File: src/rtl/ufb_pkg.sv
// Shared constants and carriers for the UART flow, bypass and clock divider block
package ufb_pkg;
  // ************************************************************
  // Subsystem register map
  // ************************************************************
  localparam logic [8:0] SS_CTRL_ADDR = 9'h110;
  localparam logic [8:0] DIVISOR_ADDR = 9'h120;
  localparam logic [8:0] MCR_WR_ADDR = 9'h130;
  localparam logic [8:0] FCR_RD_ADDR = 9'h132;
  localparam logic [8:0] MCR_RD_ADDR = 9'h134;
  localparam logic [8:0] BYPASS_ADDR = 9'h140;

  // ************************************************************
  // Field positions
  // ************************************************************
  localparam int BYPASS_BIT = 7;
  localparam int AUTO_CTS_BIT = 5;
  localparam int RTS_BIT = 1;
  localparam int FCR_AUTO_RTS_BIT = 4;
  localparam int FCR_DEEP_BIT = 5;
  localparam int FCR_TRIG_LO = 6;
  localparam int FCR_FORCED_LO = 1;
  localparam int FCR_FORCED_HI = 2;
  localparam int DIV_W = 6;
  localparam int CNT_W = 7;

  // ************************************************************
  // Reset values and thresholds
  // ************************************************************
  localparam logic [7:0] MCR_RST = 8'h00;
  localparam logic [7:0] FCR_RST = 8'h00;
  localparam logic [DIV_W-1:0] DIV_RST = 6'h00;
  localparam logic [DIV_W-1:0] DIV_MIN_SPLIT = 6'h04;
  localparam logic [CNT_W-1:0] RTS_LIMIT_16 = 7'h0E;
  localparam logic [CNT_W-1:0] RTS_LIMIT_64 = 7'h38;
  localparam logic [CNT_W-1:0] TRIG64_0 = 7'h01;
  localparam logic [CNT_W-1:0] TRIG64_1 = 7'h10;
  localparam logic [CNT_W-1:0] TRIG64_2 = 7'h20;
  localparam logic [CNT_W-1:0] TRIG64_3 = 7'h38;
  localparam logic [CNT_W-1:0] TRIG16_0 = 7'h01;
  localparam logic [CNT_W-1:0] TRIG16_1 = 7'h04;
  localparam logic [CNT_W-1:0] TRIG16_2 = 7'h08;
  localparam logic [CNT_W-1:0] TRIG16_3 = 7'h0E;

  // ************************************************************
  // Carriers
  // ************************************************************
  typedef struct packed {
    logic [8:0] addr;
    logic wr;
    logic rd;
    logic [7:0] wdata;
  } ufb_ss_req_t;

  typedef struct packed {
    logic wr;
    logic [7:0] data;
  } ufb_host_wr_t;
endpackage

File: src/rtl/ufb_clkdiv.sv
// Divide-by-n-and-a-half generator for the UART core clock
`timescale 1ns/1ns
`default_nettype none
module ufb_clkdiv
  import ufb_pkg::*;
(
  input wire logic clk,
  input wire logic rst,
  input wire logic ce,
  input wire logic restart,
  input wire logic [ufb_pkg::DIV_W-1:0] code,
  output logic tick,
  output logic uart_clk
);
  // ************************************************************
  // Period counter
  // ************************************************************
  // Half divisors alternate periods of n and n+1 reference cycles
  logic [DIV_W-1:0] cnt_r;
  logic [DIV_W-1:0] cnt_nxt;
  logic phase_r;
  logic [DIV_W-1:0] whole;
  logic split;
  logic stopped;
  logic at_end;

  assign whole = code >> 1;
  assign split = code >= DIV_MIN_SPLIT;
  assign stopped = code == DIV_RST;
  assign at_end = cnt_r == DIV_RST;
  assign tick = !stopped && (!split || at_end);
  assign cnt_nxt = whole - DIV_W'(1) + DIV_W'(code[0] & phase_r);

  always_ff @(posedge clk or posedge rst)
  begin
    if (rst)
    begin
      cnt_r <= DIV_RST;
      phase_r <= 1'b0;
      uart_clk <= 1'b1;
    end
    else if (ce)
    begin
      if (restart)
      begin
        cnt_r <= DIV_RST;
        phase_r <= 1'b0;
        uart_clk <= 1'b1;
      end
      else
      begin
        uart_clk <= !(tick && split);
        if (split && at_end)
        begin
          cnt_r <= cnt_nxt;
          phase_r <= !phase_r;
        end
        else if (split)
          cnt_r <= cnt_r - DIV_W'(1);
      end
    end
  end
endmodule // ufb_clkdiv
`default_nettype wire

File: src/rtl/ufb_top.sv
// Flow control, serial bypass and clock divider around a 550-style UART core
// Summary of operation
// - Divisor 0 holds clock high; 1..3 divide by one; 4..3F divide by code/2.
// - Bypass bit 7 set: write 140h loads receive FIFO, read unloads transmit FIFO.
// - In bypass, parity, framing and break interrupts are suppressed; others stay.
// - Auto-CTS enabled only by subsystem writing bit 5 at address 130h.
// - Auto-CTS with CTS high: finish current character, start no more.
// - Modem drives CTS low to permit data; transmission then resumes.
// - Auto-CTS leaves all interrupt generation unchanged.
// - Auto-RTS active only with FIFO control bit 4 and extend low; own threshold.
// - 16-byte mode: clear RTS bit at 14 received characters, RTS pin high.
// - 64-byte mode: clear RTS bit at 56 received characters.
// - Data-available interrupt at trigger level, same with or without auto-RTS.
// - Divisor is 6-bit write-only; each write resets UART core and divider.
// - Bypass bit is cleared by reset.
// - Depth is 64 only with bit 5 set and extend low, otherwise 16.
// - 64-byte mode triggers are 1, 16, 32, 56 for codes 00..11.
`timescale 1ns/1ns
`default_nettype none
module ufb_top
  import ufb_pkg::*;
(
  input wire logic clk,
  input wire logic rst,
  input wire logic ce,
  input wire ufb_pkg::ufb_ss_req_t ss_req,
  output logic [7:0] ss_rdata,
  input wire ufb_pkg::ufb_host_wr_t host_mcr_wr,
  input wire ufb_pkg::ufb_host_wr_t host_fcr_wr,
  input wire logic extend,
  input wire logic cts_n,
  output logic rts_n,
  input wire logic [ufb_pkg::CNT_W-1:0] rx_count,
  input wire logic tx_start_req,
  output logic tx_start_ok,
  output logic rx_push,
  output logic [7:0] rx_push_data,
  output logic tx_pop,
  input wire logic [7:0] tx_head_data,
  output logic serial_bypass,
  output logic line_err_int_en,
  output logic rx_avail_int,
  output logic deep_fifo,
  output logic [ufb_pkg::CNT_W-1:0] rx_trigger,
  output logic core_rst,
  output logic uart_tick,
  output logic divided_uart_clock
);
  // ************************************************************
  // Pin synchronisers
  // ************************************************************
  logic [1:0] ext_sync_r;
  logic [1:0] cts_sync_r;
  logic ext_lo;
  logic cts_hi;

  always_ff @(posedge clk or posedge rst)
  begin
    if (rst)
    begin
      ext_sync_r <= 2'h3;
      cts_sync_r <= 2'h3;
    end
    else if (ce)
    begin
      ext_sync_r <= {ext_sync_r[0], extend};
      cts_sync_r <= {cts_sync_r[0], cts_n};
    end
  end

  assign ext_lo = !ext_sync_r[1];
  assign cts_hi = cts_sync_r[1];

  // ************************************************************
  // Address decode
  // ************************************************************
  logic wr_ctrl;
  logic wr_div;
  logic wr_mcr;
  logic wr_byp;
  logic rd_byp;

  assign wr_ctrl = ss_req.wr && ss_req.addr == SS_CTRL_ADDR;
  assign wr_div = ss_req.wr && ss_req.addr == DIVISOR_ADDR;
  assign wr_mcr = ss_req.wr && ss_req.addr == MCR_WR_ADDR;
  assign wr_byp = ss_req.wr && ss_req.addr == BYPASS_ADDR && serial_bypass;
  assign rd_byp = ss_req.rd && ss_req.addr == BYPASS_ADDR && serial_bypass;

  // ************************************************************
  // Registers
  // ************************************************************
  logic [DIV_W-1:0] div_r;
  logic [7:0] mcr_r;
  logic [7:0] mcr_nxt;
  logic [7:0] fcr_r;
  logic auto_cts_r;
  logic auto_rts;
  logic [CNT_W-1:0] rts_limit;
  logic rts_drop;
  logic [7:0] mcr_view;
  logic [7:0] fcr_view;
  logic [7:0] rd_nxt;

  assign auto_rts = fcr_r[FCR_AUTO_RTS_BIT] && ext_lo;
  assign deep_fifo = fcr_r[FCR_DEEP_BIT] && ext_lo;
  assign rts_limit = deep_fifo ? RTS_LIMIT_64 : RTS_LIMIT_16;
  // Separate compare from the trigger path so both can differ
  assign rts_drop = auto_rts && rx_count >= rts_limit;

  // Auto clear outranks a host set so RTS cannot bounce while full
  always_comb
  begin
    mcr_nxt = host_mcr_wr.wr ? host_mcr_wr.data : mcr_r;
    if (rts_drop)
      mcr_nxt[RTS_BIT] = 1'b0;
  end

  always_ff @(posedge clk or posedge rst)
  begin
    if (rst)
    begin
      serial_bypass <= 1'b0;
      div_r <= DIV_RST;
      mcr_r <= MCR_RST;
      fcr_r <= FCR_RST;
      auto_cts_r <= 1'b0;
    end
    else if (ce)
    begin
      if (wr_ctrl)
        serial_bypass <= ss_req.wdata[BYPASS_BIT];
      if (wr_div)
        div_r <= ss_req.wdata[DIV_W-1:0];
      if (wr_mcr)
        auto_cts_r <= ss_req.wdata[AUTO_CTS_BIT];
      if (host_fcr_wr.wr)
        fcr_r <= host_fcr_wr.data;
      mcr_r <= mcr_nxt;
    end
  end

  assign rts_n = !mcr_r[RTS_BIT];

  // ************************************************************
  // Read path
  // ************************************************************
  // Divisor is write-only and reads back as zero
  always_comb
  begin
    mcr_view = mcr_r;
    mcr_view[AUTO_CTS_BIT] = auto_cts_r;
    fcr_view = fcr_r;
    fcr_view[FCR_FORCED_LO] = 1'b1;
    fcr_view[FCR_FORCED_HI] = 1'b1;
    fcr_view[FCR_AUTO_RTS_BIT] = !auto_rts;
    fcr_view[FCR_DEEP_BIT] = !deep_fifo;
    rd_nxt = 8'h00;
    if (ss_req.addr == MCR_RD_ADDR)
      rd_nxt = mcr_view;
    else if (ss_req.addr == FCR_RD_ADDR)
      rd_nxt = fcr_view;
    else if (ss_req.addr == SS_CTRL_ADDR)
      rd_nxt = {serial_bypass, 7'h00};
    else if (rd_byp)
      rd_nxt = tx_head_data;
  end

  always_ff @(posedge clk or posedge rst)
  begin
    if (rst)
    begin
      ss_rdata <= 8'h00;
      rx_push <= 1'b0;
      rx_push_data <= 8'h00;
      tx_pop <= 1'b0;
      core_rst <= 1'b1;
    end
    else if (ce)
    begin
      if (ss_req.rd)
        ss_rdata <= rd_nxt;
      rx_push <= wr_byp;
      if (wr_byp)
        rx_push_data <= ss_req.wdata;
      tx_pop <= rd_byp;
      core_rst <= wr_div;
    end
  end

  // ************************************************************
  // Flow control and interrupt qualifiers
  // ************************************************************
  // Only a new start is gated, so a character in flight completes
  assign tx_start_ok = tx_start_req && !(auto_cts_r && cts_hi);
  assign line_err_int_en = !serial_bypass;
  // No auto-CTS term here keeps interrupts unaffected by it
  assign rx_avail_int = rx_count >= rx_trigger;

  always_comb
  begin
    unique case (fcr_r[FCR_TRIG_LO +: 2])
      2'h0: rx_trigger = deep_fifo ? TRIG64_0 : TRIG16_0;
      2'h1: rx_trigger = deep_fifo ? TRIG64_1 : TRIG16_1;
      2'h2: rx_trigger = deep_fifo ? TRIG64_2 : TRIG16_2;
      2'h3: rx_trigger = deep_fifo ? TRIG64_3 : TRIG16_3;
    endcase
  end

  // ************************************************************
  // Clock divider
  // ************************************************************
  ufb_clkdiv u_div (
    .clk(clk),
    .rst(rst),
    .ce(ce),
    .restart(wr_div),
    .code(div_r),
    .tick(uart_tick),
    .uart_clk(divided_uart_clock)
  );
endmodule // ufb_top
`default_nettype wire

File: config.mk
export PLATFORM = sky130hd
export DESIGN_NAME = ufb_top
export DESIGN_NICKNAME = d
export VERILOG_FILES = /design/src/rtl/ufb_pkg.sv /design/src/rtl/ufb_clkdiv.sv /design/src/rtl/ufb_top.sv
export SDC_FILE = /design/constraint.sdc
export NUM_CORES = 1
export LEC_CHECK = 0
export BUFFER_PORTS_ARGS = -buffer_cell sky130_fd_sc_hd__buf_2
export CAP_MARGIN = 20
export CORE_MARGIN = 8
export CORE_UTILIZATION = 55
export CTS_CLUSTER_DIAMETER = 30
export DETAILED_ROUTE_END_ITERATION = 10
export MAX_ROUTING_LAYER = met4
export PLACE_DENSITY = 0.83
export SLEW_MARGIN = 20
export SYNTH_ARGS = -nofsm -noshare
export SYNTH_HDL_FRONTEND = slang
export SYNTH_SLANG_ARGS = --single-unit
File: constraint.sdc
create_clock -name clk -period 3.27 [get_ports clk]
set_clock_uncertainty 0.15 [all_clocks]
set_input_delay 0.1635 -clock clk [delete_from_list [all_inputs] [get_ports clk]]
set_output_delay 0.1635 -clock clk [all_outputs]
set_load 0.005 [all_outputs]
# ---- Yosys cells after proc, flatten, opt, wreduce, memory -nomap -nowiden
# Index checks and enable logic that the tools add are counted.
dict set report word_totals {
  out_inout_bits 34
  wordCells 90
  regBits 55
  input_bits 58
}
dict set report classes {
  eq_ne 9
  n_lt_le_gt_ge 3
  muxes 16
  n_reduce_logical 42
  bitwise 1
  add_sub_neg 3
}
# operator count
set op_table {}
lappend op_table {{9-bit equality test (second input constant)} 6}
lappend op_table {{8-bit two-way mux} 4}
lappend op_table {{6-bit two-way mux} 5}
lappend op_table {{7-bit case mux with 4 select lines} 1}
lappend op_table {{2-bit AND reduction} 10}
lappend op_table {{1-bit logical AND} 15}
lappend op_table {{7-bit greater-or-equal comparator} 2}
lappend op_table {{6-bit zero test} 2}
lappend op_table {{1-bit zero test} 10}
lappend op_table {{6-bit adder} 1}
lappend op_table {{6-bit by 3-bit greater-or-equal comparator with 1-bit output (second input constant)} 1}
lappend op_table {{5-bit by 1-bit subtractor with 6-bit output (second input constant)} 1}
lappend op_table {{6-bit by 1-bit subtractor with 6-bit output (second input constant)} 1}
lappend op_table {{5-bit two-way mux} 1}
lappend op_table {{2-bit equality test (second input constant)} 2}
lappend op_table {{1-bit two-way mux} 4}
lappend op_table {{2-bit nonzero test} 2}
lappend op_table {{3-bit nonzero test} 1}
lappend op_table {{2-bit by 1-bit equality test with 1-bit output (second input constant)} 1}
lappend op_table {{2-bit zero test} 1}
lappend op_table {{2-bit two-way mux} 1}
lappend op_table {{1-bit AND} 1}
lappend op_table {{1-bit logical OR} 1}

# ---- Logic depth before layout (Yosys ltp)
dict set report logic_depth {
  word_depth 7
  ltp_mapped 9
  ltp_nobuf 9
}

# ---- Hierarchy
# Synthesis repeated with hierarchy kept, for this count alone.
dict set report hier_totals {
  cells_unflattened 264
  hier_area_um2 2927.8
}
# mod area_per_inst_um2 instances cells_per_inst seq_area_each_um2
set by_module_without_submodules {}
lappend by_module_without_submodules {ufb_top 2303.5 1 196 1107.3}
lappend by_module_without_submodules {ufb_clkdiv 624.3 1 68 201.4}

# ---- Worst setup path after synthesis
# No wires, ideal clock.
dict set report synth_timing {
  path_kind {register to output}
  startpoint {register ext_sync_r[1]}
  endpoint {output rx_avail_int}
  stages_incl_launch_ff 10
  required_time_ns 2.957
  arrival_ns 1.827
  path_buffers 0
  slack_ns 1.130
  path_cell_list {dfstp_2 -> nand2b_1 -> nand2_1 -> inv_1 -> nand2_1 -> ha_1 -> a21o_1 -> a21o_1 -> a211oi_1 -> o21ai_0}
}
dict set report synth_via {
  elab_chain_cells 5
  word_cells_on_any_way 7
  classes_between {order compare (1); mux (4); reduce/logical (2)}
}
# item line
set synth_lines {}
lappend synth_lines {{start: declaration} ufb_top.sv:52} ;# logic [1:0] ext_sync_r;
lappend synth_lines {{start signal: assignment} ufb_top.sv:66} ;# ext_sync_r <= {ext_sync_r[0], extend};
lappend synth_lines {{1-bit zero test (*)} ufb_top.sv:71} ;# assign ext_lo = !ext_sync_r[1];
lappend synth_lines {{1-bit logical AND (*)} ufb_top.sv:105} ;# assign deep_fifo = fcr_r[FCR_DEEP_BIT] && ext_lo;
lappend synth_lines {{6-bit two-way mux / 5-bit two-way mux (equally long branches)} {ufb_top.sv:205, ufb_top.sv:203}}
lappend synth_lines {{7-bit case mux with 4 select lines (*)} ufb_top.sv:201} ;# unique case (fcr_r[FCR_TRIG_LO +: 2])
lappend synth_lines {{net rx_trigger (one bit)} ufb_top.sv:44} ;# output logic [ufb_pkg::CNT_W-1:0] rx_trigger,
lappend synth_lines {{7-bit greater-or-equal comparator (*)} ufb_top.sv:197} ;# assign rx_avail_int = rx_count >= rx_trigger;
lappend synth_lines {{end: declaration} ufb_top.sv:42} ;# output logic rx_avail_int,
# The timed path passes the listed nets; every way through them passes the cells marked *. The select of a mux whose other input is x is not followed.

# ---- Worst setup path in the final report
dict set report layout_timing {
  startpoint {register ext_sync_r[1]}
  endpoint {output rx_avail_int}
}
dict set report layout_via {
  elab_chain_cells 5
  word_cells_on_any_way 7
  classes_between {order compare (1); mux (4); reduce/logical (2)}
}
# item line
set layout_lines {}
lappend layout_lines {{1-bit zero test (*)} ufb_top.sv:71}
lappend layout_lines {{1-bit logical AND (*)} ufb_top.sv:105}
lappend layout_lines {{6-bit two-way mux (tied with other cells)} ufb_top.sv:205} ;# 2'h3: rx_trigger = deep_fifo ? TRIG64_3 : TRIG16_3;
lappend layout_lines {{7-bit case mux with 4 select lines (*)} ufb_top.sv:201}
lappend layout_lines {{7-bit greater-or-equal comparator (*)} ufb_top.sv:197}
# Mark *: on every way between the ends. The rest lies on a longest branch, timed or not. The select of a mux whose other input is x is not followed.

==> results.md <==
- WHS Path Cells: 3
- Total core area: 5110 um^2
- Synth Area in Compound Gates: 0.136
- Main combinational cell family by area after synthesis: simple AND/OR/NAND/NOR gates
- DRC marker count from the first detailed-route iteration: 92
- Final hold vios: 0
- Worst R2R Setup Slack: 1.34 ns
- Worst Path Required: 2.96 ns
- Worst-skew pair later-pin latency: 0.31 ns
- Ys async rst share: 1.00
- Placer Congestion: 0.874
- Max Cap Viol: 0
- Die ar.: 7850 um^2
- Highest Clock Rate: 356 MHz
- H-Tree Depth: 2
- Port Buffer Count: 87
- Most common library cell in the layout ignoring fill and taps: buf_2
- Top cell type's share of synthesized area: 0.397
- Initial antenna violation count: 0
- DRT Wirelength: 7540 um
- Slew headroom: 0.424
- R2R depth: 4
- CTS Hold Bufs: 23
- Syn. warnings: 0
- Mapped Cells: 276
- Chip height: 88.6 um
- Final period util: 0.858
- Area grow syn2layout: 28.3%
- Top_reg_cell synth: dfrtp_1
- Cell Count, Final, Fillers Out: 457
- Floorplan row count: 26
- CP Class: reg2out
- Post-synthesis mux area share: 0.127
- Ranking of synthesized cells by area: dfrtp_1 (40%), mux2_2 (7.4%), ha_1 (5.6%)
- Hold Path Class: in2reg
- Final core occ: 0.729
- CTS tree: done
- Width of the die: 88.6 um
- EDFF count, synth: 0
- Yosys top cell by area: dfrtp_1
- Synth unique cells: 56
- Syn avg cell area: 10.5 um^2
- Leakage power: 1.91 nW
- Slew @ Worst Pin: 0.863 ns
- Inserted Diodes: 0
- Crit. End Element: primary output
- First-pass DRT Iterations: 4
- Synth Cell Area: 2900 um^2
- Reg clk slew, reported paths: 0.10 ns
- Number of global-route vias before repair: 2661
- Post-Place Cells: 426
- PD cells: 449 nW/um^2
- Worst vdd ir: 242 uV
- GRT Total Usage: 0.206
- DRC viols: 0
- Fin nets: 457
- Syn Nets: 347
- RSZ-0062 raised after global routing: false
- Status: complete, no violations
- Simple-gate share of the synthesized area: 0.173
- Layout cells sized above 1: 0.346
- Vias per cell: 5.47
- Total grt overflow: 0
- Xor and xnor area share after synthesis: 0.0121
- Max-slew violation count: 0
- Initial Util: 0.568
- Clock Sinks: 52
- I/O pin count: 92
- First-pass GRT wire length: 12300 um
- Final setup vio count: 0
- CTS Root Cell: clkbuf_8
- Final TNS setup: 0 ns
- Commonest non-fill, non-tap cells in the layout: buf_2 (87), dfrtp_1 (46), nand2_1 (32)
- CP arrival: 2.49 ns
- CP Launch Type: register
- Num CTS Buffers: 5
- Post-DP HPWL: 5620 um
- Synth Area in Adders: 0.0561
- Wire per inst: 16.5 um
- Seq/Total Area, Yosys: 0.451
- Seq cells post-synth: 52
- Largest net degree at the start of global routing: 53
- Clk buf depth: 2
- ANT nets after route: 0
- Post-route minimum period: 2.81 ns
- Vias: 2501
- CTS resizes: 0
- Post-CTS setup buffers: 0
- Crit Path Max Fanout: 6
[worst paths after layout]
check / startpoint / endpoint
max in group asynchronous: rst / fcr_r[3]
setup reg to reg: serial_bypass / rx_push_data[2]
hold / removal: tx_head_data[1] / ss_rdata[1]
min in group asynchronous: rst / rx_push_data[4]
hold reg to reg: ss_rdata[3] / ss_rdata[3]
setup / recovery: ext_sync_r[1] / rx_avail_int
[flip-flops by register name, indices dropped and copies added (netlist names)]
signal / count
cts_sync_r: 2
u_div.phase_r: 1
rx_push: 1
serial_bypass: 1
mcr_r: 7
ss_rdata: 8
ext_sync_r: 2
u_div.uart_clk: 1
tx_pop: 1
u_div.cnt_r: 6
auto_cts_r: 1
core_rst: 1
fcr_r: 6
rx_push_data: 8
div_r: 6
[cells by family (layout without fill, tap and decap cells)]
| logic type | count (synthesis) | in the layout |
|---|---|---|
| AND/OR/NAND/NOR | 87 | 87 |
| AO/OA/AOI/OAI | 59 | 59 |
| flip-flops | 52 | 52 |
| multiplexers | 33 | 33 |
| buffers and inverters | 27 | 138 |
| adder cells (fa/ha/maj) | 13 | 13 |
| XOR/XNOR | 4 | 4 |
| other | 1 | 1 |
[Yosys cell counts, drive strengths merged (2+ instances only)]
library cell and n:
mux2i 2, nor4 3, nor2b 3, nor3 4, o31ai 7, nand2 32, a22oi 2, buf 7
a22o 2, a21oi 15, nand3 3, nand4 3, xnor2 2, nor2 20, a211oi 2, mux2 31
and2 2, dfrtp 46, o211ai 2, a21o 6, inv 20, xor2 2, nor3b 2, ha 13
o21ai 15, nand2b 5, and3 2, dfstp 6
[stage by stage]
stage	instance area, um^2	total power [mW]	hold WS [ns]	worst slack (ns)
after floorplan	2900	1.07	0.130	1.13
after global placement	3380	1.19	0.230	0.933
after detailed placement	3380	1.21	0.239	0.871
after CTS	3720	1.68	0.0312	0.510
after global routing	3720	1.76	0.0284	0.318
final	3720	1.67	0.0373	0.465
[worst max-delay path: stages, from the launching register on]
cell,delay [ns]
dfstp_2,0.56
nand2b_1,0.23
nand2_1,0.12
inv_1,0.09
nand2_1,0.08
ha_1,0.30
a21o_1,0.17
a21o_1,0.18
a211oi_1,0.20
o21ai_0,0.11
buf_2,0.13
[metal layers]
metal	global-route usage	vias up	part of all wire
met5	-	-	0
met4	0.0722	0	0.014
met3	0.0446	12	0.063
met2	0.338	94	0.50
met1	0.242	1202	0.43
li1	-	1193	-
[report_power, final]
part	leakage [nW]	switching, mW	internal (mW)
Clock	0.0548	0.217	0.231
Combinational	1.20	0.217	0.208
Sequential	0.653	0.0723	0.727
[layout make-up]
| type | count | area, um^2 |
|---|---|---|
| inverters | 20 | 76.3 |
| repair buffers | 110 | 666 |
| well taps | 70 | 87.6 |
| clock inverters | 3 | 46.3 |
| clock buffers | 5 | 68.8 |
| fillers | 364 | 1390 |
| multi-input cells | 197 | 1470 |
| flip-flops and latches | 52 | 1310 |
No activity file was read; power rests on OpenSTA's default activity.
